<file path="config.mk">
export PLATFORM = sky130hd
export DESIGN_NAME = transport_ack_signed_framer
export DESIGN_NICKNAME = d
export VERILOG_FILES = /design/src/framer_pkg.sv /design/src/transport_ack_signed_framer.sv
export SDC_FILE = /design/constraint.sdc
export NUM_CORES = 1
export LEC_CHECK = 0
export BUFFER_PORTS_ARGS = -buffer_cell sky130_fd_sc_hd__buf_2
export CAP_MARGIN = 20
export CORE_UTILIZATION = 50
export DETAILED_ROUTE_END_ITERATION = 10
export MAX_ROUTING_LAYER = met4
export PLACE_DENSITY = 0.77
export SETUP_SLACK_MARGIN = 0.4
export SYNTH_ARGS = -nofsm -noshare
export SYNTH_HDL_FRONTEND = slang
export SYNTH_SLANG_ARGS = --single-unit
</file>
<file path="constraint.sdc">
create_clock -name aclk -period 6.7 [get_ports aclk]
set_input_delay 1.005 -clock aclk [delete_from_list [all_inputs] [get_ports aclk]]
set_output_delay 1.005 -clock aclk [all_outputs]
set_load 0.02 [all_outputs]
</file>
<file path="src/framer_pkg.sv">
// Constants, register map and carrier types for the transport payload framer.
// Assumes a 32-bit AXI4-Lite register bus and byte-wide payload streams.
package framer_pkg;

    // Packet type codes, they select the payload layout
    localparam logic [1:0]  ACK_PACKET_TYPE        = 2'h0;
    localparam logic [1:0]  APP_PACKET_TYPE        = 2'h1;
    localparam logic [1:0]  SIGNED_APP_PACKET_TYPE = 2'h2;

    // Register byte offsets
    localparam logic [7:0]  CTRL_OFF     = 8'h00;
    localparam logic [7:0]  STATUS_OFF   = 8'h04;
    localparam logic [7:0]  MASK_OFF     = 8'h08;
    localparam logic [7:0]  LAST_ACK_OFF = 8'h0C;
    localparam logic [7:0]  SIG_INFO_OFF = 8'h10;
    localparam logic [7:0]  RECORD_OFF   = 8'h14;
    localparam logic [7:0]  SMS_OFF      = 8'h18;
    localparam logic [7:0]  ACK_OUT_OFF  = 8'h1C;

    // Status and mask bit positions
    localparam int          ST_FRAME = 0;
    localparam int          ST_CRC   = 1;
    localparam int          ST_SIG   = 2;
    localparam int          ST_SMS   = 3;
    localparam int          ST_ACKED = 4;
    localparam int          ST_SHORT = 5;
    localparam int          ST_W     = 6;
    localparam int          CTRL_EN_BIT = 0;

    // Limits and codes
    localparam logic [15:0] SIG_MAX      = 16'h0200;
    localparam logic [15:0] SMS_MAX      = 16'h008C;
    localparam logic [15:0] MIN_FRAME    = 16'h0003;
    localparam logic [15:0] CSUM_BYTES   = 16'h0002;
    localparam logic [15:0] CRC_INIT     = 16'hFFFF;
    localparam logic [15:0] CRC_POLY     = 16'h1021;
    localparam logic [7:0]  SMS_DCS_8BIT = 8'h04;
    localparam logic [7:0]  RESULT_OK    = 8'h00;
    localparam logic [7:0]  RESULT_CRC   = 8'h01;
    localparam logic [7:0]  RESULT_FMT   = 8'h02;
    localparam logic [1:0]  RESP_OKAY    = 2'h0;
    localparam logic [1:0]  RESP_SLVERR  = 2'h2;

    // Field positions inside the payload
    localparam logic [15:0] ID_LO_IDX  = 16'h0000;
    localparam logic [15:0] ID_HI_IDX  = 16'h0001;
    localparam logic [15:0] ACK_PR_IDX = 16'h0002;

    // Outgoing acknowledgement byte order
    localparam logic [2:0]  TX_PID_LO = 3'h0;
    localparam logic [2:0]  TX_PID_HI = 3'h1;
    localparam logic [2:0]  TX_PR     = 3'h2;
    localparam logic [2:0]  TX_CRC_LO = 3'h3;
    localparam logic [2:0]  TX_CRC_HI = 3'h4;

    typedef enum logic [1:0] {RX_HEAD, RX_SIG, RX_RECORDS} rx_state_t;
    typedef enum logic       {TX_IDLE, TX_SEND} tx_state_t;

    typedef struct packed {
        logic [1:0]  ptype;
        logic [15:0] packet_identifier;
        logic [7:0]  data;
        logic        last;
    } rx_byte_t;

    typedef struct packed {
        logic [7:0]  data;
        logic        last;
    } tx_byte_t;

    typedef struct packed {
        logic            awready;
        logic            wready;
        logic            arready;
        logic            aw_hold;
        logic [7:0]      aw_addr;
        logic            w_hold;
        logic [31:0]     w_data;
        logic [3:0]      w_strb;
        logic            bvalid;
        logic [1:0]      bresp;
        logic            rvalid;
        logic [31:0]     rdata;
        logic [1:0]      rresp;
        logic            ctrl_en;
        logic [ST_W-1:0] status;
        logic [ST_W-1:0] mask;
        logic            irq;
        rx_state_t       rx_st;
        logic            rx_ready;
        logic [15:0]     rx_cnt;
        logic [1:0]      rx_type;
        logic [15:0]     rx_pid;
        logic [7:0]      hold0;
        logic [7:0]      hold1;
        logic [15:0]     crc;
        logic [15:0]     sig_len;
        logic [15:0]     sig_cnt;
        logic [15:0]     last_id;
        logic [7:0]      last_pr;
        logic [15:0]     rec_cnt;
        logic            ack_pend;
        logic [15:0]     ack_pid;
        logic [7:0]      ack_pr;
        tx_state_t       tx_st;
        logic [2:0]      tx_idx;
        logic [15:0]     tx_crc;
        logic            tx_valid;
        tx_byte_t        tx;
        logic [15:0]     sms_len;
        logic            sms_ok;
    } state_t;

endpackage : framer_pkg

</file>
<file path="src/transport_ack_signed_framer.sv">
// Transport payload framer: parses incoming payloads, answers with acknowledgements.
// Assumes AXI4-Lite master, byte stream source and sink on the same aclk.
//
// Contract
// - Acknowledgement payload starts with two-byte identifier of the acknowledged packet.
// - One-byte processing result follows the acknowledged identifier.
// - Service records follow fixed fields back to back, zero or more.
// - Every unsigned or signed application packet gets an acknowledgement with its identifier.
// - Signed payload starts with two-byte signature length.
// - Signature of 0 to 512 bytes follows, then service records.
// - Short message backup link uses 8-bit data encoding.
// - Short message carries packets as binary user data in PDU mode.
// - Type 0 acknowledgement, 1 application, 2 signed application selects layout.
// - Non-empty payload is followed by CRC-16 CCITT checked into result.
`timescale 1ns/1ps
module transport_ack_signed_framer (
    input  wire logic                aclk,
    input  wire logic                aresetn,
    input  wire logic [7:0]          awaddr,
    input  wire logic                awvalid,
    output logic                     awready,
    input  wire logic [31:0]         wdata,
    input  wire logic [3:0]          wstrb,
    input  wire logic                wvalid,
    output logic                     wready,
    output logic [1:0]               bresp,
    output logic                     bvalid,
    input  wire logic                bready,
    input  wire logic [7:0]          araddr,
    input  wire logic                arvalid,
    output logic                     arready,
    output logic [31:0]              rdata,
    output logic [1:0]               rresp,
    output logic                     rvalid,
    input  wire logic                rready,
    input  wire framer_pkg::rx_byte_t rx_byte,
    input  wire logic                rx_valid,
    output logic                     rx_ready,
    output framer_pkg::tx_byte_t     tx_byte,
    output logic                     tx_valid,
    input  wire logic                tx_ready,
    output logic                     sms_dcs_ok,
    output logic                     irq
);
    import framer_pkg::*;

    state_t      s_reg;
    state_t      s_next;
    logic        take;
    logic        do_wr;
    logic [1:0]  type_eff;
    logic [15:0] pid_eff;

    function automatic logic [15:0] crc_step(input logic [15:0] c_in, input logic [7:0] d);
        logic [15:0] c;
        logic        fb;
        c = c_in;
        for (int i = 7; i >= 0; i--) begin
            fb = c[15] ^ d[i];
            c  = {c[14:0], 1'b0};
            if (fb) begin
                c = c ^ CRC_POLY;
            end
        end
        return c;
    endfunction : crc_step

    assign take     = rx_valid && s_reg.rx_ready;
    assign do_wr    = s_reg.aw_hold && s_reg.w_hold && !s_reg.bvalid;
    assign type_eff = (s_reg.rx_cnt == ID_LO_IDX) ? rx_byte.ptype : s_reg.rx_type;
    assign pid_eff  = (s_reg.rx_cnt == ID_LO_IDX) ? rx_byte.packet_identifier : s_reg.rx_pid;

    always_comb begin
        logic [ST_W-1:0] ev;
        logic [ST_W-1:0] clr;
        logic [15:0]     cnt_new;
        logic [15:0]     len_new;
        logic [7:0]      pr;
        logic            short_f;
        logic            crc_ok;
        ev      = '0;
        clr     = '0;
        cnt_new = '0;
        len_new = '0;
        pr      = RESULT_OK;
        short_f = 1'b0;
        crc_ok  = 1'b0;
        s_next  = s_reg;

        // Write address and data may arrive in either order
        if (s_reg.awready && awvalid) begin
            s_next.aw_hold = 1'b1;
            s_next.aw_addr = awaddr;
        end
        if (s_reg.wready && wvalid) begin
            s_next.w_hold = 1'b1;
            s_next.w_data = wdata;
            s_next.w_strb = wstrb;
        end
        if (s_reg.bvalid && bready) begin
            s_next.bvalid = 1'b0;
        end
        if (do_wr) begin
            s_next.aw_hold = 1'b0;
            s_next.w_hold  = 1'b0;
            s_next.bvalid  = 1'b1;
            s_next.bresp   = RESP_OKAY;
            case (s_reg.aw_addr)
                CTRL_OFF: begin
                    if (s_reg.w_strb[0]) begin
                        s_next.ctrl_en = s_reg.w_data[CTRL_EN_BIT];
                    end
                end
                STATUS_OFF: begin
                    clr = s_reg.w_data[ST_W-1:0] & {ST_W{s_reg.w_strb[0]}};
                end
                MASK_OFF: begin
                    if (s_reg.w_strb[0]) begin
                        s_next.mask = s_reg.w_data[ST_W-1:0];
                    end
                end
                SMS_OFF: begin
                    // Length check needs both low lanes; a partial write is ignored
                    if (s_reg.w_strb[1:0] == 2'h3) begin
                        s_next.sms_len = s_reg.w_data[15:0];
                        s_next.sms_ok  = (s_reg.w_data[15:0] <= SMS_MAX);
                        ev[ST_SMS]     = (s_reg.w_data[15:0] > SMS_MAX);
                    end
                end
                LAST_ACK_OFF, SIG_INFO_OFF, RECORD_OFF, ACK_OUT_OFF: begin
                end
                default: begin
                    s_next.bresp = RESP_SLVERR;
                end
            endcase
        end

        if (s_reg.rvalid && rready) begin
            s_next.rvalid = 1'b0;
        end
        if (s_reg.arready && arvalid) begin
            s_next.rvalid = 1'b1;
            s_next.rresp  = RESP_OKAY;
            case (araddr)
                CTRL_OFF:     s_next.rdata = {31'h0, s_reg.ctrl_en};
                STATUS_OFF:   s_next.rdata = {26'h0, s_reg.status};
                MASK_OFF:     s_next.rdata = {26'h0, s_reg.mask};
                LAST_ACK_OFF: s_next.rdata = {8'h00, s_reg.last_pr, s_reg.last_id};
                SIG_INFO_OFF: s_next.rdata = {16'h0000, s_reg.sig_len};
                RECORD_OFF:   s_next.rdata = {16'h0000, s_reg.rec_cnt};
                // Encoding byte is fixed: binary PDU user data only
                SMS_OFF:      s_next.rdata = {SMS_DCS_8BIT, 7'h00, s_reg.sms_ok, s_reg.sms_len};
                ACK_OUT_OFF:  s_next.rdata = {7'h00, s_reg.ack_pend, s_reg.ack_pr, s_reg.ack_pid};
                default: begin
                    s_next.rdata = 32'h0000_0000;
                    s_next.rresp = RESP_SLVERR;
                end
            endcase
        end

        // Receive side; checksum trails two bytes behind the data
        if (take) begin
            cnt_new        = s_reg.rx_cnt + 16'h0001;
            s_next.rx_cnt  = cnt_new;
            s_next.rx_type = type_eff;
            s_next.rx_pid  = pid_eff;
            s_next.hold0   = rx_byte.data;
            s_next.hold1   = s_reg.hold0;
            if (s_reg.rx_cnt == ID_LO_IDX) begin
                s_next.crc     = CRC_INIT;
                s_next.rec_cnt = '0;
                s_next.sig_cnt = '0;
            end else if (s_reg.rx_cnt > ID_HI_IDX) begin
                s_next.crc = crc_step(s_reg.crc, s_reg.hold1);
            end
            case (s_reg.rx_st)
                RX_HEAD: begin
                    case (type_eff)
                        ACK_PACKET_TYPE: begin
                            if (s_reg.rx_cnt == ID_LO_IDX) begin
                                s_next.last_id[7:0] = rx_byte.data;
                            end else if (s_reg.rx_cnt == ID_HI_IDX) begin
                                s_next.last_id[15:8] = rx_byte.data;
                            end else begin
                                s_next.last_pr = rx_byte.data;
                                s_next.rx_st   = RX_RECORDS;
                            end
                        end
                        SIGNED_APP_PACKET_TYPE: begin
                            if (s_reg.rx_cnt == ID_LO_IDX) begin
                                s_next.sig_len = {8'h00, rx_byte.data};
                            end else begin
                                len_new        = {rx_byte.data, s_reg.sig_len[7:0]};
                                s_next.sig_len = len_new;
                                ev[ST_SIG]     = (len_new > SIG_MAX);
                                s_next.rx_st   = (len_new == '0) ? RX_RECORDS : RX_SIG;
                            end
                        end
                        default: begin
                            s_next.rec_cnt = 16'h0001;
                            s_next.rx_st   = RX_RECORDS;
                        end
                    endcase
                end
                RX_SIG: begin
                    s_next.sig_cnt = s_reg.sig_cnt + 16'h0001;
                    if (s_next.sig_cnt == s_reg.sig_len) begin
                        s_next.rx_st = RX_RECORDS;
                    end
                end
                RX_RECORDS: begin
                    s_next.rec_cnt = s_reg.rec_cnt + 16'h0001;
                end
                default: begin
                    s_next.rx_st = RX_HEAD;
                end
            endcase
            if (rx_byte.last) begin
                short_f = (cnt_new < MIN_FRAME);
                crc_ok  = (s_next.crc == {rx_byte.data, s_reg.hold0});
                // Checksum bytes were counted as record bytes
                s_next.rec_cnt = (s_next.rec_cnt >= CSUM_BYTES) ?
                                 (s_next.rec_cnt - CSUM_BYTES) : 16'h0000;
                pr = short_f ? RESULT_FMT : (crc_ok ? RESULT_OK : RESULT_CRC);
                ev[ST_SHORT] = short_f;
                ev[ST_CRC]   = !short_f && !crc_ok;
                ev[ST_FRAME] = 1'b1;
                if (type_eff == APP_PACKET_TYPE || type_eff == SIGNED_APP_PACKET_TYPE) begin
                    s_next.ack_pend = 1'b1;
                    s_next.ack_pid  = pid_eff;
                    s_next.ack_pr   = pr;
                end
                s_next.rx_cnt = '0;
                s_next.rx_st  = RX_HEAD;
            end
        end

        // Acknowledgement transmitter: id low, id high, result, checksum low, high
        case (s_reg.tx_st)
            TX_IDLE: begin
                if (s_reg.ack_pend) begin
                    s_next.tx_st    = TX_SEND;
                    s_next.tx_idx   = TX_PID_LO;
                    s_next.tx_valid = 1'b1;
                    s_next.tx       = '{data: s_reg.ack_pid[7:0], last: 1'b0};
                    s_next.tx_crc   = crc_step(CRC_INIT, s_reg.ack_pid[7:0]);
                end
            end
            TX_SEND: begin
                if (tx_ready) begin
                    s_next.tx_idx = s_reg.tx_idx + 3'h1;
                    case (s_reg.tx_idx)
                        TX_PID_LO: begin
                            s_next.tx.data = s_reg.ack_pid[15:8];
                            s_next.tx_crc  = crc_step(s_reg.tx_crc, s_reg.ack_pid[15:8]);
                        end
                        TX_PID_HI: begin
                            s_next.tx.data = s_reg.ack_pr;
                            s_next.tx_crc  = crc_step(s_reg.tx_crc, s_reg.ack_pr);
                        end
                        TX_PR: begin
                            s_next.tx.data = s_reg.tx_crc[7:0];
                        end
                        TX_CRC_LO: begin
                            s_next.tx.data = s_reg.tx_crc[15:8];
                            s_next.tx.last = 1'b1;
                        end
                        default: begin
                            s_next.tx_st    = TX_IDLE;
                            s_next.tx_valid = 1'b0;
                            s_next.tx       = '0;
                            s_next.ack_pend = 1'b0;
                            ev[ST_ACKED]    = 1'b1;
                        end
                    endcase
                end
            end
            default: begin
                s_next.tx_st = TX_IDLE;
            end
        endcase

        // Set wins over a clear in the same cycle
        s_next.status   = (s_reg.status & ~clr) | ev;
        s_next.irq      = |(s_next.status & s_next.mask);
        s_next.awready  = !s_next.aw_hold;
        s_next.wready   = !s_next.w_hold;
        s_next.arready  = !s_next.rvalid;
        // Stalling input until the answer is out keeps every application packet answered
        s_next.rx_ready = s_next.ctrl_en && !s_next.ack_pend;
    end

    always_ff @(posedge aclk) begin
        if (!aresetn) begin
            s_reg <= '0;
        end else begin
            s_reg <= s_next;
        end
    end

    assign awready    = s_reg.awready;
    assign wready     = s_reg.wready;
    assign bvalid     = s_reg.bvalid;
    assign bresp      = s_reg.bresp;
    assign arready    = s_reg.arready;
    assign rvalid     = s_reg.rvalid;
    assign rdata      = s_reg.rdata;
    assign rresp      = s_reg.rresp;
    assign rx_ready   = s_reg.rx_ready;
    assign tx_byte    = s_reg.tx;
    assign tx_valid   = s_reg.tx_valid;
    assign sms_dcs_ok = s_reg.sms_ok;
    assign irq        = s_reg.irq;
endmodule : transport_ack_signed_framer

</file>
### Word level (Yosys, flattened, before mapping)

Index checks and enable logic that the tools add are counted.
Widths: inputs -> output; s select.

| word-level totals | value |
|---|---|
| flip-flop bits (word level) | 314 |
| bits of input ports | 88 |
| output and inout port bits | 54 |

| operators by class | value |
|---|---|
| add/sub/neg operators | 5 |
| $lt $le $gt $ge | 6 |
| equal/unequal tests | 35 |
| multiplexer cells | 179 |
| bitwise logic cells | 69 |
| reduce and logical (&&, ||, !) cells | 46 |

Operators by type and width:

| cell | number |
|---|---|
| $mux 16 | 89 |
| $mux 13 | 32 |
| $pmux 27 s8 | 1 |
| $not 3->3 | 30 |
| $eq 8x5->1 const B | 8 |
| $pmux 16 s2 | 2 |
| $mux 30 | 2 |
| $pmux 30 s2 | 1 |
| $mux 25 | 2 |
| $add 16x1->16 const B | 3 |
| $mux 41 | 1 |
| $mux 37 | 1 |
| $mux 35 | 1 |
| $eq 16x16->1 | 2 |
| $eq 8x4->1 const B | 4 |
| $logic_not 16->1 | 2 |
| $pmux 8 s4 | 1 |
| $xor 1x1->1 | 31 |
| $mux 6 | 5 |
| $mux 1 | 24 |
| $mux 2 | 11 |
| $and 6x6->6 | 3 |
| $reduce_and 3->1 | 6 |
| $eq 16x1->1 const B | 1 |
| 41 further kinds | 77 |

### Logic depth before layout (Yosys ltp)

Gate-level depths: netlist of run 1.

| depth | value |
|---|---|
| depth after elaboration | 51 |
| gate-level depth with buffers | 22 |
| mapped depth without buffers | 20 |

### Least setup slack after synthesis of run 1

OpenSTA, ideal clock, no wires.

| timing path | value |
|---|---|
| kind | reg-to-reg |
| start | register s_reg[194] (netlist name) |
| end | register s_reg[81] (netlist name) |
| setup time | 122 ps |
| arrival time | 4386 ps |
| setup slack | 2192 ps |
| stages on the path, launching flop included | 23 |
| path buffers | 2 |
| path through | dfxtp_1 -> inv_1 -> ha_1 -> nor3b_1 -> and4_1 -> buf_4 -> clkbuf_1 -> mux2i_1 -> inv_1 -> ha_1 -> o21ba_2 -> or2_2 -> nand2_1 -> o21ai_0 -> a21oi_1 -> ha_1 -> and2_1 -> o211ai_1 -> a211oi_1 -> nand3_1 -> o311a_1 -> a211oi_1 -> o21ai_1 |

| on the way | value |
|---|---|
| longest elaborated chain between the ends | 10 |
| elaborated cells between the ends (all ways) | 13 |
| classes of those cells | 1 x add/sub; 1 x order compare; 1 x eq/ne; 7 x mux; 3 x reduce/logical |

RTL lines:

| what | RTL line | RTL |
|---|---|---|
| from (decl) | transport_ack_signed_framer.sv:47 | `state_t s_reg;` |
| from (signal assigned) | transport_ack_signed_framer.sv:297 | `s_reg <= s_next;` |
| $logic_not 16->1 (*) | transport_ack_signed_framer.sv:70 | `assign type_eff = (s_reg.rx_cnt == ID_LO_IDX) ? rx_byte.ptype : s_reg.rx_type;` |
| $mux 2 (*) | transport_ack_signed_framer.sv:70 |  |
| named net type_eff[1] | transport_ack_signed_framer.sv:51 | `logic [1:0] type_eff;` |
| $eq 2x2->1 / $logic_not 2->1 (equally long branches) | transport_ack_signed_framer.sv:178 | `case (type_eff)` |
| $reduce_or 2->1 (no line) (*) | n/a |  |
| $mux 16 (*) | transport_ack_signed_framer.sv:178 |  |
| $pmux 16 s2 (*) | transport_ack_signed_framer.sv:176 | `case (s_reg.rx_st)` |
| $mux 16 (*) | transport_ack_signed_framer.sv:162 | `if (take) begin` |
| $sub 16x2->16 / $ge 16x2->1 (equally long branches) | transport_ack_signed_framer.sv:223, transport_ack_signed_framer.sv:222 |  |
| $mux 16 | transport_ack_signed_framer.sv:222 | `s_next.rec_cnt = (s_next.rec_cnt >= CSUM_BYTES) ?` |
| $mux 41 (*) | transport_ack_signed_framer.sv:218 | `if (rx_byte.last) begin` |

The timed path passes the listed nets; every way through them passes the cells marked *. The select of a mux whose other input is x is not followed.
A chain may end at the register's enable or synchronous reset.

### Worst setup path in the final report of run 1

| timing path | value |
|---|---|
| start | register s_reg[194] (netlist name) |
| end | register s_reg[87] (netlist name) |

Same word-level chain as after synthesis.

==> results.txt, run 1 <==
Reg2Reg Capture Point -> s_reg[87]
first-pass GRT wire length -> 68.5 mm
initial core utilization -> 50.9%
FP Rows -> 64
crit end category -> flop
VDD IR max -> 0.000198 V
Worst-Margin Slew -> 1.15 ns
drt drc -> 0
I/O Pins -> 142
total number of vias -> 14100
dpl hpwl -> 30.2 mm
Routed WL -> 43.4 mm
Multi-input gate area -> 0.00901 mm²
final hold slack -> 0.460 ns
CTS tree -> built
sequential fraction of the synthesis area -> 36.2%
status -> completed
vias per inst -> 5.99
PnR worst setup slack -> 1.44 ns
Largest register FFs -> 236
Async S/R FF share, synth -> 0%
most used cell, CP -> ha_1
post-layout min period -> 5.26 ns
Num CTS Buffers -> 31
synth-to-layout area growth -> 9.01%
Critical Path RT -> 7.15 ns
register area -> 0.00565 mm²
CTS sink cnt -> 282
Hold Path Stages -> 2
fill count -> 2806
Synth Instances -> 1948
chip width -> 179 µm
Leak -> 6.49 nW
CP top delay family -> simple AND/OR/NAND/NOR gates
worst-path cell chain -> inv_1, ha_1, nor3b_1, and4_1, mux2i_1, inv_1, ha_1, o21ba_2, or2_2, nand2_1, o21ai_0, a21oi_1, ha_1, and2_1, o211ai_1, a211oi_1, nand2_1, nor4b_2, xnor2_1, o21ai_1
Yosys reg bits -> 282
top_reg_cell synth -> dfxtp_1
CP bufs+invs -> 2
RSZ-0062 raised after global routing -> false
Initial DRC Count -> 1524
post-cts resize count -> 0
Clock Latency Late Sink -> 0.58 ns
Antenna Nets Post-Route -> 0
Post-CTS Hold Buffers -> 0
die area -> 0.0319 mm²
Final Instance Area -> 0.0170 mm²
initial antenna violation count -> 2
Clock Pin Slew Worst Setup and Hold Paths -> 0.06 ns
placed insts -> 2290
Finished Layout Cells -> 2347
Final period util -> 78.5%
Final Max Slew Viols -> 0
nets -> 2029
FF-to-FF Start -> s_reg[194]
Core ar. -> 0.0307 mm²
Post-Place Cell Area -> 0.0159 mm²
Slew headroom -> 23.1%
Pwr Density -> 222 mW/mm²
Hold Path Class -> reg2reg
GPL Wtd Cong -> 0.913
Crit path arrival time -> 5.71 ns
slowest CP cell -> and4_1
crit path launch type -> flop
fmax -> 190 MHz
Placement Setup Slack -> 1.53 ns
global route overflow -> 0
root buffer cell -> clkbuf_16
Distinct cells, synth -> 86
# Post-CTS Setup Buffers -> 0
Port Buf Inserts -> 115
htree depth -> 1
Fin. Hold Viols -> 0
flop-to-flop setup slack -> 1.44 ns
Worst Setup Path Type -> reg2reg
Worst R2R Path Depth -> 20
Die Y -> 179 µm
Worst path max stage delay -> 0.61 ns
Netlist Area Pre-Place -> 0.0156 mm²
drt wl/cell -> 18.5 µm
Hold Crit Start -> s_reg[6]
Layout Utilization -> 55.5%
Final Skew -> 0.0158 ns
Max FO, Critical Path -> 10
layout cell share with drive strength beyond 1 -> 11.0%
vias in the first global route -> 12700
Worst Hold End -> s_reg[6]
TNS Setup -> 0 ns
count of warnings emitted by yosys -> 0
DRT Pass-1 Iters -> 6
Max Cap Violations -> 0
Total Routing Usage GR -> 27.7%
Mean Syn Cell Area -> 8.02 µm²
clock buffer depth -> 3
largest net degree at the start of global routing -> 119
Design Power -> 3.78 mW
Setup Viol. Count Final -> 0
Post-synth EDFFs -> 0
## cell families (layout without fill, tap and decap cells)
family	count (synthesis)	in the layout	share of synthesized area [%]
and+or+nand+nor	778	778	24.1
AOI/OAI and AO/OA	505	505	22.5
DFF	282	282	36.2
buffers and inverters	206	200	6.31
xor gates and xnor gates	110	110	6.40
muxes	52	52	3.39
adders and majority gates	14	14	1.12
other	1	10	0.0240
## worst max path at each step
stage                from         to  slack (ns)  cells past startpoint
6_report       s_reg[194]  s_reg[87]        1.44                     20
5_1_grt        s_reg[194]  s_reg[87]        1.08                     20
4_1_cts        s_reg[194]  s_reg[87]        1.50                     20
3_5_place_dp   s_reg[194]  s_reg[87]        1.53                     20
3_3_place_gp   s_reg[194]  s_reg[87]        1.62                     20
2_1_floorplan  s_reg[194]  s_reg[81]        2.19                     22
## layer usage
metal	track usage, %	wire length, µm	part of all wire, %	vias up
li1	-	-	-	6781
met1	36.7	19300	44	6630
met2	42.4	19500	45	561
met3	4.50	3200	7.4	95
met4	10.2	1450	3.3	0
met5	-	0	0	-
## report_power, final
| part | leakage [nW] | internal [mW] | switching (mW) |
|---|---|---|---|
| registers | 2.28 | 1.69 | 0.0163 |
| clock network | 0.556 | 1.19 | 0.716 |
| logic | 3.66 | 0.0633 | 0.105 |
| total | 6.49 | 2.94 | 0.837 |
## cell usage after synthesis, types with 23 or more instances
library cell	instances	area [µm²]
nor2b_1	65	407
and2_1	23	144
nand3_1	77	385
nor2_1	103	387
dfxtp_1	282	5650
a21boi_0	130	976
a22oi_1	25	188
o21ai_0	89	445
xor2_1	29	254
nand2_1	354	1330
o211a_1	28	280
buf_4	46	345
nor3_1	28	140
a21oi_1	89	445
xnor2_1	78	683
mux2i_1	45	450
clkbuf_1	116	435
## tightest hold or removal path: cells and delay by family (launching register included)
kind / cells / cell delay (ns)
DFF: 1 / 0.31
AOI/OAI and AO/OA: 1 / 0.06
and+or+nand+nor: 1 / 0.05
## final cells by class
class	instances	area share, %
tap	396	2.91
inverter	20	0.441
sequential	282	33.2
multi-input combinational	1467	52.9
clock inverter	16	1.75
clock buffer	39	4.91
antenna	2	0.0294
timing repair buffer	125	3.86
## cells in the final DEF, fill, tap and decap left out, types with 25 or more instances in the layout
cell type	n
dfxtp_1	282
a21oi_1	89
mux2i_1	45
xor2_1	29
nand2_1	354
nand3_1	77
a21boi_0	130
buf_2	114
nor2b_1	65
clkbuf_16	31
nor2_1	103
o21ai_0	89
xnor2_1	78
o211a_1	28
a22oi_1	25
nor3_1	28
Power figures use the tool's default switching activity.
==> run 2: changes to the inputs <==
PLACE_DENSITY = 0.8   (was 0.77)
clock period = 4.4 ns   (was 6.7 ns; I/O delays follow)
==> run 2 against run 1 <==
Compared with the run above: flip-flop and latch count unchanged; setup slack worse by 1.1 ns; maximum frequency up 30%; routed wire length up 4.1%; power up 43%; cell area up 1.7%; non-clock buffer count up 37; first-iteration DRC count down 6.0%; final cell count up 1.5%; clock-buffer cell count up 9; core utilization up 0.95 points; critical path depth unchanged; largest cell class unchanged.
==> results.txt, run 2 (synthesis gave the netlist of run 1 again) <==
status -> completed
Critical Path RT -> 4.85 ns (-2.30 ns)
DRT Pass-1 Iters -> 7 (+1)
post-layout min period -> 4.04 ns (-1.22 ns)
RSZ-0062 raised after global routing -> true
Hold Path Class -> in2reg
global route overflow -> 0 (unchanged)
FP Rows -> 64 (unchanged)
slowest CP cell -> dfxtp_4
Initial DRC Count -> 1432 (-6.0%)
clock buffer depth -> 3 (unchanged)
Routed WL -> 45.2 mm (+4.1%)
nets -> 2064 (+1.7%)
TNS Setup -> 0 ns (unchanged)
largest net degree at the start of global routing -> 163 (+37%)
Final period util -> 91.8% (+13 points)
Crit path arrival time -> 4.49 ns (-1.22 ns)
Slew headroom -> 26.3% (+3.2 points)
Largest register FFs -> 236 (unchanged)
Final Max Slew Viols -> 0 (unchanged)
Setup Viol. Count Final -> 0 (unchanged)
Design Power -> 5.42 mW (+43%)
I/O Pins -> 142 (unchanged)
Worst-Margin Slew -> 1.10 ns (-0.0483 ns)
Max FO, Critical Path -> 6 (-4)
fill count -> 2713 (-3.3%)
Fin. Hold Viols -> 0 (unchanged)
CTS tree -> built
first-pass GRT wire length -> 71.6 mm (+4.5%)
Multi-input gate area -> 0.00914 mm² (+1.4%)
layout cell share with drive strength beyond 1 -> 13.4% (+2.4 points)
vias per inst -> 6.08 (+1.4%)
Port Buf Inserts -> 115 (unchanged)
vias in the first global route -> 13500 (+6.0%)
GPL Wtd Cong -> 0.978 (+7.1%)
Leak -> 6.65 nW (+2.5%)
crit path launch type -> flop
Max Cap Violations -> 0 (unchanged)
Num CTS Buffers -> 29 (-6.5%)
dpl hpwl -> 31.4 mm (+4.1%)
chip width -> 179 µm (unchanged)
register area -> 0.00565 mm² (+0.13%)
CTS sink cnt -> 282 (unchanged)
most frequent cells in the layout -> nand2_1, dfxtp_1, a21boi_0
PnR worst setup slack -> 0.360 ns (-1.08 ns)
Antenna Nets Post-Route -> 0 (unchanged)
initial antenna violation count -> 3 (+1)
die area -> 0.0319 mm² (unchanged)
worst-path cell chain -> inv_4, ha_4, nor3b_4, and4_4, mux2i_4, inv_1, ha_2, o21ba_4, or2_4, nand2_4, o21ai_2, a21oi_2, ha_2, and2_4, o211ai_1, a211oi_2, nand3_1, o311a_1, a211oi_2, o21ai_1
commonest non-fill, non-tap cell in the layout -> nand2_1
drt wl/cell -> 19.0 µm (+2.5%)
Die Y -> 179 µm (unchanged)
Layout Utilization -> 56.5% (+0.95 points)
Final Skew -> 0.0134 ns (-0.00236 ns)
Worst path max stage delay -> 0.37 ns (-0.24 ns)
Core ar. -> 0.0307 mm² (unchanged)
Placement Setup Slack -> 0.209 ns (-1.32 ns)
total number of vias -> 14500 (+2.9%)
root buffer cell -> clkbuf_16
synth-to-layout area growth -> 10.9%
Pwr Density -> 313 mW/mm² (+41%)
Clock Latency Late Sink -> 0.57 ns (about the same)
VDD IR max -> 0.000279 V (+41%)
htree depth -> 1 (unchanged)
initial core utilization -> 50.9% (unchanged)
fmax -> 248 MHz (+30%)
crit end category -> flop
drt drc -> 0 (unchanged)
Worst Setup Path Type -> reg2reg
Total Routing Usage GR -> 28.9% (+1.2 points)
Clock Pin Slew Worst Setup and Hold Paths -> 0.06 ns (about the same)
==> run 2: cell count changes in the layout (fill, tap and decap cells not counted), moves of 3 or more <==
| cell | before | now |
|---|---|---|
| ha_1 | 14 | 10 |
| bufinv_16 | 8 | 2 |
| clkbuf_1 | 5 | 9 |
| ha_2 | 0 | 3 |
| clkinv_2 | 6 | 1 |
| buf_4 | 10 | 45 |
| clkbuf_8 | 3 | 10 |
==> run 2: final cells by class <==
cell class                      count  share of cell area [%]
Clock inverter                      5                   0.535
Timing Repair Buffer              162                    5.49
Sequential cell                   282                    32.6
Inverter                           20                   0.462
Multi-Input combinational cell   1467                    52.8
Tap cell                          396                    2.86
Clock buffer                       48                    5.18
Antenna cell                        3                  0.0434
==> run 2: critical path, delay by kind of cell, from the launching register on <==
family / cells / cell delay [ns]
flip-flops: 1 / 0.37
adder cells (fa/ha/maj): 3 / 0.50
multiplexers: 1 / 0.26
AND/OR/NAND/NOR: 6 / 1.13
buffers and inverters: 2 / 0.13
AO/OA/AOI/OAI: 8 / 1.54
==> run 2: worst paths after layout <==
path               from         end  slack, ns  cells past startpoint
max          s_reg[194]   s_reg[81]       0.36                     20
min            wstrb[1]  s_reg[266]       0.34                      3
max reg2reg  s_reg[194]   s_reg[81]       0.36                     20
min reg2reg    tx_valid    tx_valid       0.46                      2
==> run 2: repair_timing <==
action                                  CTS  global route
buffers inserted                          7            13
gates resized for setup                   9            18
pin swaps                                 4            14
hold buffers                              0             0
endpoints found under the setup margin    7            16
==> run 2: per-stage QoR <==
stage / instances / area (µm²) / hold WS (ns)
6_report: 2383 / 17300 / 0.342
5_1_grt: 2383 / 17300 / 0.332
4_1_cts: 2367 / 17100 / 0.324
3_5_place_dp: 2307 / 16100 / 0.456
3_3_place_gp: 2306 / 16100 / 0.449
2_1_floorplan: 1955 / 15700 / 0.430
==> run 2: power breakdown <==
part | switching, mW | internal (mW)
registers | 0.0246 | 2.57
logic | 0.164 | 0.108
clock network | 1.05 | 1.50
==> run 2: per-layer routing <==
metal  share of wire (%)  wire length, µm  track usage (%)  up-vias
met1                  42            19000             37.4     6821
li1                    -                -                -     6836
met4                 3.5             1590             10.8        0
met3                 9.1             4130             4.83      123
met2                  45            20500             45.0      699
met5                   0                0                -        -
